## config.mk

```make
export PLATFORM = sky130hd
export DESIGN_NAME = rmf_top
export DESIGN_NICKNAME = d
export VERILOG_FILES = /design/src/rmf_pkg.sv /design/src/rmf_los_sel.sv /design/src/rmf_top.sv
export SDC_FILE = /design/constraint.sdc
export NUM_CORES = 1
export LEC_CHECK = 0
export BUFFER_PORTS_ARGS = -buffer_cell sky130_fd_sc_hd__buf_2
export CORE_MARGIN = 2
export CORE_UTILIZATION = 25
export DETAILED_ROUTE_END_ITERATION = 6
export PLACE_DENSITY = 0.49
export SLEW_MARGIN = 20
export SYNTH_ARGS = -nofsm -noshare
export SYNTH_HDL_FRONTEND = slang
export SYNTH_HIERARCHICAL = 1
export SYNTH_SLANG_ARGS = --single-unit
```

## constraint.sdc

```tcl
create_clock -name aclk -period 4.6 [get_ports aclk]
set_input_delay 0.46 -clock aclk [delete_from_list [all_inputs] [get_ports aclk]]
set_output_delay 0.46 -clock aclk [all_outputs]
set_load 0.02 [all_outputs]
```

## src/rmf_pkg.sv

```systemverilog
// Constants for the reference monitor failure status and mask bank.
// Assumes a 32-bit AXI4-Lite register bus; every register sits in one word.

package rmf_pkg;

  // ----------------------------------------------------------------
  // Geometry
  // ----------------------------------------------------------------
  localparam int NREF  = 4;   // Reference inputs
  localparam int NFLAG = 4;   // Failure flags per reference
  localparam int NGPIO = 8;   // General purpose pins usable for loss input
  localparam int SELW  = 3;   // Pin index width
  localparam int AW    = 8;   // Bus address width
  localparam int IDXW  = 5;   // Register index width

  // ----------------------------------------------------------------
  // Register indices (byte address is four times the index)
  // ----------------------------------------------------------------
  localparam logic [IDXW-1:0] IDX_ISR_STATUS = 5'h02;
  localparam logic [IDXW-1:0] IDX_ISR_MASK   = 5'h04;
  localparam logic [IDXW-1:0] IDX_STAT_UPPER = 5'h06;
  localparam logic [IDXW-1:0] IDX_STAT_LOWER = 5'h07;
  localparam logic [IDXW-1:0] IDX_MASK_UPPER = 5'h08;
  localparam logic [IDXW-1:0] IDX_MASK_LOWER = 5'h09;
  localparam logic [IDXW-1:0] IDX_PIN_SELECT = 5'h10;

  // ----------------------------------------------------------------
  // Flag positions inside one four-bit reference group
  // ----------------------------------------------------------------
  localparam int FLAG_SIGNAL_LOSS  = 0;
  localparam int FLAG_SINGLE_CYCLE = 1;
  localparam int FLAG_COARSE_FREQ  = 2;
  localparam int FLAG_SOAK_EXPIRED = 3;
  localparam int UPPER_PAIR_LSB    = 8;   // Refs 2 and 3 in the 16-bit vectors

  // ----------------------------------------------------------------
  // Values after reset
  // ----------------------------------------------------------------
  localparam logic [7:0]  RST_STATUS     = 8'h00;
  localparam logic [7:0]  RST_MON_MASK   = 8'h66;
  localparam logic [3:0]  RST_ISR        = 4'h0;
  localparam logic [3:0]  RST_ISR_MASK   = 4'h0;
  localparam logic [11:0] RST_PIN_SELECT = 12'h688;  // Ref n on pin n

  // ----------------------------------------------------------------
  // Bus responses
  // ----------------------------------------------------------------
  localparam logic [1:0] RESP_OKAY   = 2'b00;
  localparam logic [1:0] RESP_SLVERR = 2'b10;

endpackage

```

## src/rmf_los_sel.sv

```systemverilog
// Signal-loss pin routing: synchronises the general purpose pins and
// routes one of them to each reference, reporting rising edges.
// Assumes pins are asynchronous to aclk; select comes from aclk logic.

`timescale 1ns/100ps

module rmf_los_sel (
  input  wire logic                                  aclk,
  input  wire logic                                  aresetn,
  input  wire logic [rmf_pkg::NGPIO-1:0]             gpio_in,
  input  wire logic [rmf_pkg::NREF*rmf_pkg::SELW-1:0] pin_select,
  output logic      [rmf_pkg::NREF-1:0]              loss_rise
);

  // ----------------------------------------------------------------
  // Two-stage synchroniser on every pin
  // ----------------------------------------------------------------
  logic [rmf_pkg::NGPIO-1:0] meta_r;
  logic [rmf_pkg::NGPIO-1:0] sync_r;
  logic [rmf_pkg::NREF-1:0]  level_nxt;
  logic [rmf_pkg::NREF-1:0]  level_r;
  logic [rmf_pkg::NREF-1:0]  rise_nxt;
  logic [rmf_pkg::NREF-1:0]  rise_r;

  // Only the second stage feeds logic, keeping metastability contained
  always_ff @(posedge aclk) begin
    meta_r <= gpio_in;
    sync_r <= meta_r;
  end

  // ----------------------------------------------------------------
  // Per-reference pin mux and edge detect
  // ----------------------------------------------------------------
  genvar g;
  generate
    for (g = 0; g < rmf_pkg::NREF; g++) begin : g_ref
      assign level_nxt[g] = sync_r[pin_select[g*rmf_pkg::SELW +: rmf_pkg::SELW]];
    end
  endgenerate

  // A reselect onto a high pin counts as a new loss edge; that is intended
  assign rise_nxt = level_nxt & ~level_r;

  // Edge state and registered pulse
  always_ff @(posedge aclk) begin
    if (!aresetn) begin
      level_r <= '0;
      rise_r  <= '0;
    end else begin
      level_r <= level_nxt;
      rise_r  <= rise_nxt;
    end
  end

  assign loss_rise = rise_r;

endmodule

```

## src/rmf_top.sv

```systemverilog
// Reference monitor failure status bank with AXI4-Lite register access.
// Assumes monitor fault inputs are synchronous to aclk; pins are not.
//
// Contract
// - Each reference owns four bits: loss, single cycle, coarse freq, soak.
// - Signal-loss flag sets when the reference's external loss input rises.
// - The loss input of each reference is routable from any general pin.
// - Single-cycle flag sets whenever its monitor reports a failure.
// - Coarse-frequency flag sets whenever its monitor reports a failure.
// - Soak flag sets whenever that reference's guard soak timer expires.
// - Status flags record failures regardless of any mask setting.
// - Mask bit 1 enables, 0 disables; low ref bits 3:0, high 7:4.
// - A cleared mask bit keeps its flag out of the interrupt status.
// - Index 0x07 holds refs 0 and 1, 0x06 refs 2 and 3, reset zero.
// - A set reference failure interrupt bit drives the interrupt line high while its enable at 0x04 is high.
// - Interrupt bit sets only with its enable at 0x04 high and a failure.

`timescale 1ns/100ps

module rmf_top (
  input  wire logic                       aclk,
  input  wire logic                       aresetn,
  // AXI4-Lite write address
  input  wire logic [rmf_pkg::AW-1:0]     awaddr,
  input  wire logic                       awvalid,
  output logic                            awready,
  // AXI4-Lite write data
  input  wire logic [31:0]                wdata,
  input  wire logic [3:0]                 wstrb,
  input  wire logic                       wvalid,
  output logic                            wready,
  // AXI4-Lite write response
  output logic [1:0]                      bresp,
  output logic                            bvalid,
  input  wire logic                       bready,
  // AXI4-Lite read address
  input  wire logic [rmf_pkg::AW-1:0]     araddr,
  input  wire logic                       arvalid,
  output logic                            arready,
  // AXI4-Lite read data
  output logic [31:0]                     rdata,
  output logic [1:0]                      rresp,
  output logic                            rvalid,
  input  wire logic                       rready,
  // Monitor events and pins
  input  wire logic [rmf_pkg::NGPIO-1:0]  gpio_in,
  input  wire logic [rmf_pkg::NREF-1:0]   single_cycle_fault,
  input  wire logic [rmf_pkg::NREF-1:0]   coarse_freq_fault,
  input  wire logic [rmf_pkg::NREF-1:0]   soak_expired,
  // Toward the interrupt logic
  output logic [rmf_pkg::NREF-1:0]        ref_fail_indicator,
  output logic                            irq
);

  localparam int NBIT = rmf_pkg::NREF * rmf_pkg::NFLAG;
  localparam int UL   = rmf_pkg::UPPER_PAIR_LSB;

  // ----------------------------------------------------------------
  // Address decoding shared by both bus directions
  // ----------------------------------------------------------------
  function automatic logic [rmf_pkg::IDXW-1:0] reg_index(input logic [rmf_pkg::AW-1:0] a);
    reg_index = a[rmf_pkg::IDXW+1:2];
  endfunction

  function automatic logic reg_mapped(input logic [rmf_pkg::AW-1:0] a);
    logic [rmf_pkg::IDXW-1:0] i;
    i = a[rmf_pkg::IDXW+1:2];
    reg_mapped = (a[1:0] == 2'b00) && (a[rmf_pkg::AW-1] == 1'b0) &&
                 (i == rmf_pkg::IDX_ISR_STATUS || i == rmf_pkg::IDX_ISR_MASK ||
                  i == rmf_pkg::IDX_STAT_UPPER || i == rmf_pkg::IDX_STAT_LOWER ||
                  i == rmf_pkg::IDX_MASK_UPPER || i == rmf_pkg::IDX_MASK_LOWER ||
                  i == rmf_pkg::IDX_PIN_SELECT);
  endfunction

  // ----------------------------------------------------------------
  // State
  // ----------------------------------------------------------------
  logic [NBIT-1:0]  stat_r;        // Sticky monitor flags, refs 0..3
  logic [NBIT-1:0]  stat_nxt;
  logic [NBIT-1:0]  mask_r;        // Indicator enables, same layout
  logic [NBIT-1:0]  mask_nxt;
  logic [3:0]       isr_r;         // Reference failure interrupt status
  logic [3:0]       isr_nxt;
  logic [3:0]       isr_mask_r;
  logic [3:0]       isr_mask_nxt;
  logic [11:0]      pinsel_r;
  logic [11:0]      pinsel_nxt;
  logic [3:0]       ind_nxt;
  logic [3:0]       ind_r;

  logic                      aw_held_r;
  logic                      w_held_r;
  logic [rmf_pkg::AW-1:0]    awaddr_r;
  logic [31:0]               wdata_r;
  logic [3:0]                wstrb_r;
  logic                      bvalid_r;
  logic [1:0]                bresp_r;
  logic                      rvalid_r;
  logic [1:0]                rresp_r;
  logic [31:0]               rdata_r;

  // ----------------------------------------------------------------
  // Event sources
  // ----------------------------------------------------------------
  logic [rmf_pkg::NREF-1:0] loss_rise;
  logic [NBIT-1:0]          ev;

  // Pin routing and synchronising live in their own module
  rmf_los_sel u_los_sel (
    .aclk       (aclk),
    .aresetn    (aresetn),
    .gpio_in    (gpio_in),
    .pin_select (pinsel_r),
    .loss_rise  (loss_rise)
  );

  // Gather per-reference events into the flag layout
  genvar g;
  generate
    for (g = 0; g < rmf_pkg::NREF; g++) begin : g_ev
      assign ev[g*4 + rmf_pkg::FLAG_SIGNAL_LOSS]  = loss_rise[g];
      assign ev[g*4 + rmf_pkg::FLAG_SINGLE_CYCLE] = single_cycle_fault[g];
      assign ev[g*4 + rmf_pkg::FLAG_COARSE_FREQ]  = coarse_freq_fault[g];
      assign ev[g*4 + rmf_pkg::FLAG_SOAK_EXPIRED] = soak_expired[g];
    end
  endgenerate

  // ----------------------------------------------------------------
  // Bus handshakes
  // ----------------------------------------------------------------
  wire aw_hs  = awvalid & awready;
  wire w_hs   = wvalid & wready;
  wire ar_hs  = arvalid & arready;
  wire wr_go  = aw_held_r & w_held_r & ~bvalid_r;

  // One write in flight; address and data may arrive in either order
  assign awready = ~aw_held_r & ~bvalid_r;
  assign wready  = ~w_held_r & ~bvalid_r;
  assign arready = ~rvalid_r;

  // ----------------------------------------------------------------
  // Write decode
  // ----------------------------------------------------------------
  wire [rmf_pkg::IDXW-1:0] widx   = reg_index(awaddr_r);
  wire                     wmap   = reg_mapped(awaddr_r);
  wire                     wlane0 = wr_go & wstrb_r[0];
  wire                     wlane1 = wr_go & wstrb_r[1];
  wire wr_mask_upper = wlane0 & (widx == rmf_pkg::IDX_MASK_UPPER);
  wire wr_mask_lower = wlane0 & (widx == rmf_pkg::IDX_MASK_LOWER);
  wire wr_isr_mask   = wlane0 & (widx == rmf_pkg::IDX_ISR_MASK);
  wire wr_pin_lo     = wlane0 & (widx == rmf_pkg::IDX_PIN_SELECT);
  wire wr_pin_hi     = wlane1 & (widx == rmf_pkg::IDX_PIN_SELECT);

  // Mask writes touch only the mask; flags are never gated by it
  assign mask_nxt[UL-1:0]    = wr_mask_lower ? wdata_r[7:0] : mask_r[UL-1:0];
  assign mask_nxt[NBIT-1:UL] = wr_mask_upper ? wdata_r[7:0] : mask_r[NBIT-1:UL];
  assign isr_mask_nxt        = wr_isr_mask ? wdata_r[3:0] : isr_mask_r;
  assign pinsel_nxt[7:0]     = wr_pin_lo ? wdata_r[7:0] : pinsel_r[7:0];
  assign pinsel_nxt[11:8]    = wr_pin_hi ? wdata_r[11:8] : pinsel_r[11:8];

  // ----------------------------------------------------------------
  // Read decode and clear-on-read
  // ----------------------------------------------------------------
  wire [rmf_pkg::IDXW-1:0] ridx = reg_index(araddr);
  wire                     rmap = reg_mapped(araddr);
  wire rd_stat_upper = ar_hs & rmap & (ridx == rmf_pkg::IDX_STAT_UPPER);
  wire rd_stat_lower = ar_hs & rmap & (ridx == rmf_pkg::IDX_STAT_LOWER);
  wire rd_isr        = ar_hs & rmap & (ridx == rmf_pkg::IDX_ISR_STATUS);

  wire [NBIT-1:0] stat_clr = {{8{rd_stat_upper}}, {8{rd_stat_lower}}};

  // Read data selection; unused upper bits read as zero
  wire [31:0] rd_word =
    (ridx == rmf_pkg::IDX_ISR_STATUS) ? {28'h000_0000, isr_r} :
    (ridx == rmf_pkg::IDX_ISR_MASK)   ? {28'h000_0000, isr_mask_r} :
    (ridx == rmf_pkg::IDX_STAT_UPPER) ? {24'h00_0000, stat_r[NBIT-1:UL]} :
    (ridx == rmf_pkg::IDX_STAT_LOWER) ? {24'h00_0000, stat_r[UL-1:0]} :
    (ridx == rmf_pkg::IDX_MASK_UPPER) ? {24'h00_0000, mask_r[NBIT-1:UL]} :
    (ridx == rmf_pkg::IDX_MASK_LOWER) ? {24'h00_0000, mask_r[UL-1:0]} :
    (ridx == rmf_pkg::IDX_PIN_SELECT) ? {20'h0_0000, pinsel_r} :
                                        32'h0000_0000;

  // ----------------------------------------------------------------
  // Sticky flags and interrupt status
  // ----------------------------------------------------------------
  // Set beats the read clear, so an event landing on the read survives
  assign stat_nxt = (stat_r & ~stat_clr) | ev;

  // Per-reference masked failure and interrupt event
  logic [3:0] isr_ev;
  generate
    for (g = 0; g < rmf_pkg::NREF; g++) begin : g_isr
      assign isr_ev[g]  = |(ev[g*4 +: 4] & mask_r[g*4 +: 4]) & isr_mask_r[g];
      assign ind_nxt[g] = |(stat_nxt[g*4 +: 4] & mask_nxt[g*4 +: 4]);
    end
  endgenerate

  assign isr_nxt = (isr_r & ~{4{rd_isr}}) | isr_ev;

  // Level line: any interrupt bit that is still enabled
  assign irq = |(isr_r & isr_mask_r);

  assign ref_fail_indicator = ind_r;

  // ----------------------------------------------------------------
  // Register state
  // ----------------------------------------------------------------
  always_ff @(posedge aclk) begin
    if (!aresetn) begin
      stat_r     <= {rmf_pkg::RST_STATUS, rmf_pkg::RST_STATUS};
      mask_r     <= {rmf_pkg::RST_MON_MASK, rmf_pkg::RST_MON_MASK};
      isr_r      <= rmf_pkg::RST_ISR;
      isr_mask_r <= rmf_pkg::RST_ISR_MASK;
      pinsel_r   <= rmf_pkg::RST_PIN_SELECT;
      ind_r      <= '0;
    end else begin
      stat_r     <= stat_nxt;
      mask_r     <= mask_nxt;
      isr_r      <= isr_nxt;
      isr_mask_r <= isr_mask_nxt;
      pinsel_r   <= pinsel_nxt;
      ind_r      <= ind_nxt;
    end
  end

  // ----------------------------------------------------------------
  // Write channel capture and response
  // ----------------------------------------------------------------
  // Address and data are parked until both are here, then committed
  always_ff @(posedge aclk) begin
    if (!aresetn) begin
      aw_held_r <= 1'b0;
      w_held_r  <= 1'b0;
      awaddr_r  <= '0;
      wdata_r   <= '0;
      wstrb_r   <= '0;
    end else begin
      if (aw_hs) begin
        aw_held_r <= 1'b1;
        awaddr_r  <= awaddr;
      end else if (wr_go) begin
        aw_held_r <= 1'b0;
      end
      if (w_hs) begin
        w_held_r <= 1'b1;
        wdata_r  <= wdata;
        wstrb_r  <= wstrb;
      end else if (wr_go) begin
        w_held_r <= 1'b0;
      end
    end
  end

  // Response waits on bready; unmapped words answer with an error
  always_ff @(posedge aclk) begin
    if (!aresetn) begin
      bvalid_r <= 1'b0;
      bresp_r  <= rmf_pkg::RESP_OKAY;
    end else if (wr_go) begin
      bvalid_r <= 1'b1;
      bresp_r  <= wmap ? rmf_pkg::RESP_OKAY : rmf_pkg::RESP_SLVERR;
    end else if (bvalid_r && bready) begin
      bvalid_r <= 1'b0;
    end
  end

  assign bvalid = bvalid_r;
  assign bresp  = bresp_r;

  // ----------------------------------------------------------------
  // Read channel
  // ----------------------------------------------------------------
  // Data is captured at the address edge, the same edge that clears flags
  always_ff @(posedge aclk) begin
    if (!aresetn) begin
      rvalid_r <= 1'b0;
      rresp_r  <= rmf_pkg::RESP_OKAY;
      rdata_r  <= 32'h0000_0000;
    end else if (ar_hs) begin
      rvalid_r <= 1'b1;
      rresp_r  <= rmap ? rmf_pkg::RESP_OKAY : rmf_pkg::RESP_SLVERR;
      rdata_r  <= rmap ? rd_word : 32'h0000_0000;
    end else if (rvalid_r && rready) begin
      rvalid_r <= 1'b0;
    end
  end

  assign rvalid = rvalid_r;
  assign rresp  = rresp_r;
  assign rdata  = rdata_r;

endmodule

```

After elaboration in Yosys (flattened, before gate mapping)
Cells that the tools add are included.

storage, ports and cells
  input port bits = 79
  word-level logic and storage cells = 144
  flip-flop bits (word level) = 142

cells by class
  $lt $le $gt $ge = 4
  eq/ne operators = 14
  reductions and logical operators = 33
  multiplexer cells = 27
  bitwise gates (word level) = 45

operators with widths
  kind                  number
  $mux W12              8
  $and A4 B4 Y4         11
  $reduce_or A4 Y1      9
  $eq A5 B3 Y1 const B  6
  $and A1 B1 Y1         22
  $eq A5 B4 Y1 const B  4
  $and A16 B16 Y16      1
  $lt A3 B4 Y1 const B  4
  $mux W8               2
  $not A16 Y16          1
  $or A16 B16 Y16       1
  $bmux W1 S3           4
  $logic_or A1 B1 Y1    12
  $mux W1               11
  $eq A5 B2 Y1 const B  2
  $eq A5 B5 Y1 const B  2
  $not A4 Y4            2
  $reduce_bool A2 Y1    4
  $logic_and A1 B1 Y1   6
  $not A1 Y1            6
  $logic_not A2 Y1      2
  $mux W2               2
  $or A4 B4 Y4          1

Longest topological paths before layout
  word-level depth = 15
  mapped depth = 7
  mapped depth without buffers = 5

By module
Netlist, hierarchy kept.

modules (own cells, without submodules)
  module       cells each  area each (um^2)  times used
  rmf_top      511         4,551.9           1
  rmf_los_sel  72          847.1             1

Worst setup path before layout
No wires, ideal clock.

  path kind = register -> register
  start point = register bvalid_r (netlist: bvalid)
  end point = register ind_r[3] (netlist: ref_fail_indicator[3])
  cell stages (with the launch flop) = 8
  arrival time = 1.850 ns
  path slack = 2.616 ns
  period minus slack after synthesis = 1.984 ns
  data required time = 4.466 ns
  path buffers = 2
  cells stage by stage = dfxtp_1 -> and3b_1 -> buf_4 -> nand4b_1 -> buf_6 -> mux2i_1 -> nor3b_1 -> or4_1

on the way
  word-level cells in the longest chain between the ends = 7

RTL lines
  item                    RTL line        RTL
  from (decl)             rmf_top.sv:96   logic bvalid_r;
  from (signal assigned)  rmf_top.sv:257  bvalid_r <= 1'b0;
  from (signal assigned)  rmf_top.sv:260  bvalid_r <= 1'b1;
  from (signal assigned)  rmf_top.sv:263  bvalid_r <= 1'b0;
  $not A1 Y1              rmf_top.sv:134  wire wr_go = aw_held_r & w_held_r & ~bvalid_r;
  $and A1 B1 Y1           rmf_top.sv:134
  $and A1 B1 Y1           rmf_top.sv:146  wire wlane0 = wr_go & wstrb_r[0];
  $and A1 B1 Y1           rmf_top.sv:148  wire wr_mask_upper = wlane0 & (widx == rmf_pkg::IDX_MASK_UPPER);
  $mux W8                 rmf_top.sv:156  assign mask_nxt[NBIT-1:UL] = wr_mask_upper ? wdata_r[7:0] : mask_r[NBIT-1:UL];
  $and A4 B4 Y4           rmf_top.sv:194  assign ind_nxt[g] = |(stat_nxt[g*4 +: 4] & mask_nxt[g*4 +: 4]);
  $reduce_or A4 Y1        rmf_top.sv:194
  to (signal assigned)    rmf_top.sv:222  ind_r <= ind_nxt;
  to (decl)               rmf_top.sv:89   logic [3:0] ind_r;

No other way between the ends.
A chain may end at the register's enable or synchronous reset.

Final worst setup path
  start point = register bvalid_r (netlist: bvalid)
  end point = register ind_r[2] (netlist: ref_fail_indicator[2])

The elaborated chain is that of the path after synthesis.

==> summary.txt <==
Die
  – Initial Util: 0.256
  – Core ar.: 0.0211 mm2
  – I/O Pins: 125
  – Die width: 151 um
  – Die Area: 0.0228 mm2
  – Row cnt: 53
  – Die Height: 151 um

Timing
  – Slew HR: 0.535
  – Final Hold Vio Count: 0
  – RSZ-0062 raised after global routing: false
  – Minimum clock period: 2.57 ns
  – F_max: 389 MHz
  – Final setup violation count: 0
  – Fin. max-slew vios: 0
  – Worst slew pin tran: 0.693 ns
  – Setup total negative slack: 0 ns
  – Min Hold Slack: 0.141 ns
  – Clock skew: 0.00918 ns
  – Final Cycle Share: 0.558

Drt
  – Met2 Wirelength: 6030 um
  – Number of DRC markers in iteration 0: 274
  – Final wirelength: 14300 um
  – Met3 wire length: 831 um
  – Vias: 4252
  – Wl on met1: 7240 um
  – Top sig layer: met4
  – Drt drc: 0
  – DR vias/cell: 4.52
  – DR pass1 iterations: 4
  – Detail Route Antenna Nets: 0
  – WL/cell: 15.2 um

Critical path
  – CP Capture Type: flip-flop
  – CP max FO: 8
  – Critical path class: flip-flop to flip-flop
  – Critical path buffer and inverter count: 0
  – Largest delay share family, worst path: simple AND/OR/NAND/NOR gates
  – Worst-case reg-to-reg path depth: 5
  – Sequence of cells on the critical path: and3b_1 -> nand4b_1 -> mux2i_1 -> nor3b_1 -> or4_1
  – FF-to-FF setup slack: 2.03 ns
  – Slowest stage delay, CP: 0.63 ns
  – Critical Path Slowest Stage Cell: nand4b_1
  – WP data required: 4.88 ns
  – Reg2reg end: ref_fail_indicator[2]
  – Startpoint types: flip-flop
  – Worst r2r src: bvalid
  – Worst EP arrival: 2.85 ns

CTS
  – Clk buf depth: 2
  – CTS root buf: clkbuf_16
  – Clock-pin slew on the worst setup and hold paths: 0.06 ns
  – CTS H-tree lvls: 4
  – Clock sink count: 120
  – # Post-CTS Setup Buffers: 0
  – # hold bufs at CTS: 0
  – Insertion delay to the later sink of the worst-skew pair: 0.42 ns
  – TritonCTS clock tree: built
  – Total CTS buffers: 17
  – Post-cts repair resize count: 0

Cells and area
  – Area grow syn2layout: 21.5%
  – Most common cell after layout, fill and taps aside: dfxtp_1
  – Antenna diodes: 0
  – Fill cell count: 2268
  – Share of cells above drive strength 1: 0.200
  – Most frequent cells in the layout: 120 x dfxtp_1, 93 x nand2_1, 80 x buf_2, 50 x nor2b_1, 42 x mux2i_1
  – Nets: 732

Synthesis
  – EDFF count, synth: 0
  – Post-Syn Area per Cell: 9.26 um2
  – Yosys top cell by area: dfxtp_1
  – Post-Syn Area: 0.00540 mm2
  – Most used DFF post-synth: dfxtp_1
  – #FFs+latches synth: 120
  – Yosys Warn Count: 6
  – Area fraction of the dominant cell type after synthesis: 0.445
  – Syn Inst Count: 583
  – Distinct cell type count after synthesis: 62
  – Asr flop ratio synth: 0
  – Area contributors post-synth: dfxtp_1 44%, mux2i_1 7.8%, nand2_1 6.5%
  – Sequential element share of the synthesized area: 0.445

Place
  – RePlAce Congestion: 0.791
  – Port Buffers: 80
  – HPWL after DPL: 10500 um

Global route
  – Gr usage total: 0.131
  – Number of global-route vias before repair: 3989
  – Largest net degree at the start of global routing: 45
  – Congestion Overflow GR: 0
  – First-pass GRT wire length: 22400 um
  – Initial antenna violation count: 0

Worst hold path
  – Worst hold stages: 1
  – Worst hold start: gpio_in[7]
  – Hold endpoint: u_los_sel/meta_r[7]
  – Class of the worst hold path: input pin to flip-flop

Flow run
  – Max Cap Violations: 0

Power
  – Leak: 2.83 nW
  – Max IR drop VDD: 250 uV
  – Pwr dens: 417 mW/mm2

Status
  – Status: completed
area by class of cell:
class,instances,area [um2],area share
Clock buffer,18,439,0.0669
Clock inverter,14,195,0.0297
Inverter,7,26.3,0.00400
Multi-Input combinational cell,425,2740,0.417
Sequential cell,120,2400,0.366
Tap cell,275,344,0.0524
Timing Repair Buffer,82,415,0.0633
power breakdown:
part | total [W] | internal, W | switching (W)
Combinational | 0.000203 | 0.0000786 | 0.000124
Clock | 0.00142 | 0.000922 | 0.000495
Sequential | 0.00112 | 0.00108 | 0.0000358
Total | 0.00274 | 0.00208 | 0.000655
routing by layer:
layer	GRT usage	vias to the layer above
met3	0.0343	14
met4	0.0435	0
met1	0.190	1944
li1	-	2168
met2	0.186	126
met5	0	-
through the flow:
stage	setup slack (ns)	utilization	cell area [um2]	instances	power [W]
6_report	2.03	0.311	6560	941	0.00274
3_3_place_gp	1.94	0.281	5930	909	0.00135
2_1_floorplan	2.62	-	5480	604	0.00128
4_1_cts	1.98	0.311	6560	941	0.00278
3_5_place_dp	2.00	0.281	5930	909	0.00135
5_1_grt	1.82	0.311	6560	941	0.00285
worst max path at each step:
| stage | from | endpoint | cells past startpoint |
|---|---|---|---|
| 3_3_place_gp | bvalid | ref_fail_indicator[2] | 5 |
| 6_report | bvalid | ref_fail_indicator[2] | 5 |
| 2_1_floorplan | bvalid | ref_fail_indicator[3] | 7 |
| 5_1_grt | bvalid | ref_fail_indicator[2] | 5 |
| 4_1_cts | bvalid | ref_fail_indicator[3] | 5 |
| 3_5_place_dp | bvalid | ref_fail_indicator[3] | 5 |
Yosys cell counts, drive strengths merged, types with 2 or more instances:
cell type,count
nor4b,3
nor2b,50
o221ai,5
nand4b,2
clkbuf,19
o22ai,6
a32oi,4
a221o,2
o21ai,10
a21o,5
or4,4
mux2i,42
a22oi,14
a22o,7
nor3b,13
dfxtp,120
a21oi,22
nand2,93
nor3,14
and3b,2
buf,33
and2,5
o21a,2
nand3,8
o2111ai,4
mux2,9
nand2b,6
nand4,3
inv,7
nor2,19
a21boi,29
and4bb,2
sequential cells by signal, indices dropped and copies added (netlist names):
register / cells
mask_r: 16
stat_r: 16
pinsel_r: 12
rdata: 12
wdata_r: 12
awaddr_r: 8
u_los_sel/meta_r: 8
u_los_sel/sync_r: 8
isr_mask_r: 4
isr_r: 4
ref_fail_indicator: 4
u_los_sel/level_r: 4
u_los_sel/loss_rise: 4
wstrb_r: 2
aw_held_r: 1
bresp: 1
bvalid: 1
rresp: 1
rvalid: 1
w_held_r: 1
kinds of logic (layout without fill, tap and decap cells):
family	Yosys count	after routing	share of synthesized area
other cells	1	22	0.000695
xor+xnor	1	1	0.00162
flops	120	120	0.445
compound gates	119	119	0.157
simple gates	232	232	0.237
mux	51	51	0.0966
buf+inv	59	121	0.0623
Power figures use the tool's default switching activity.
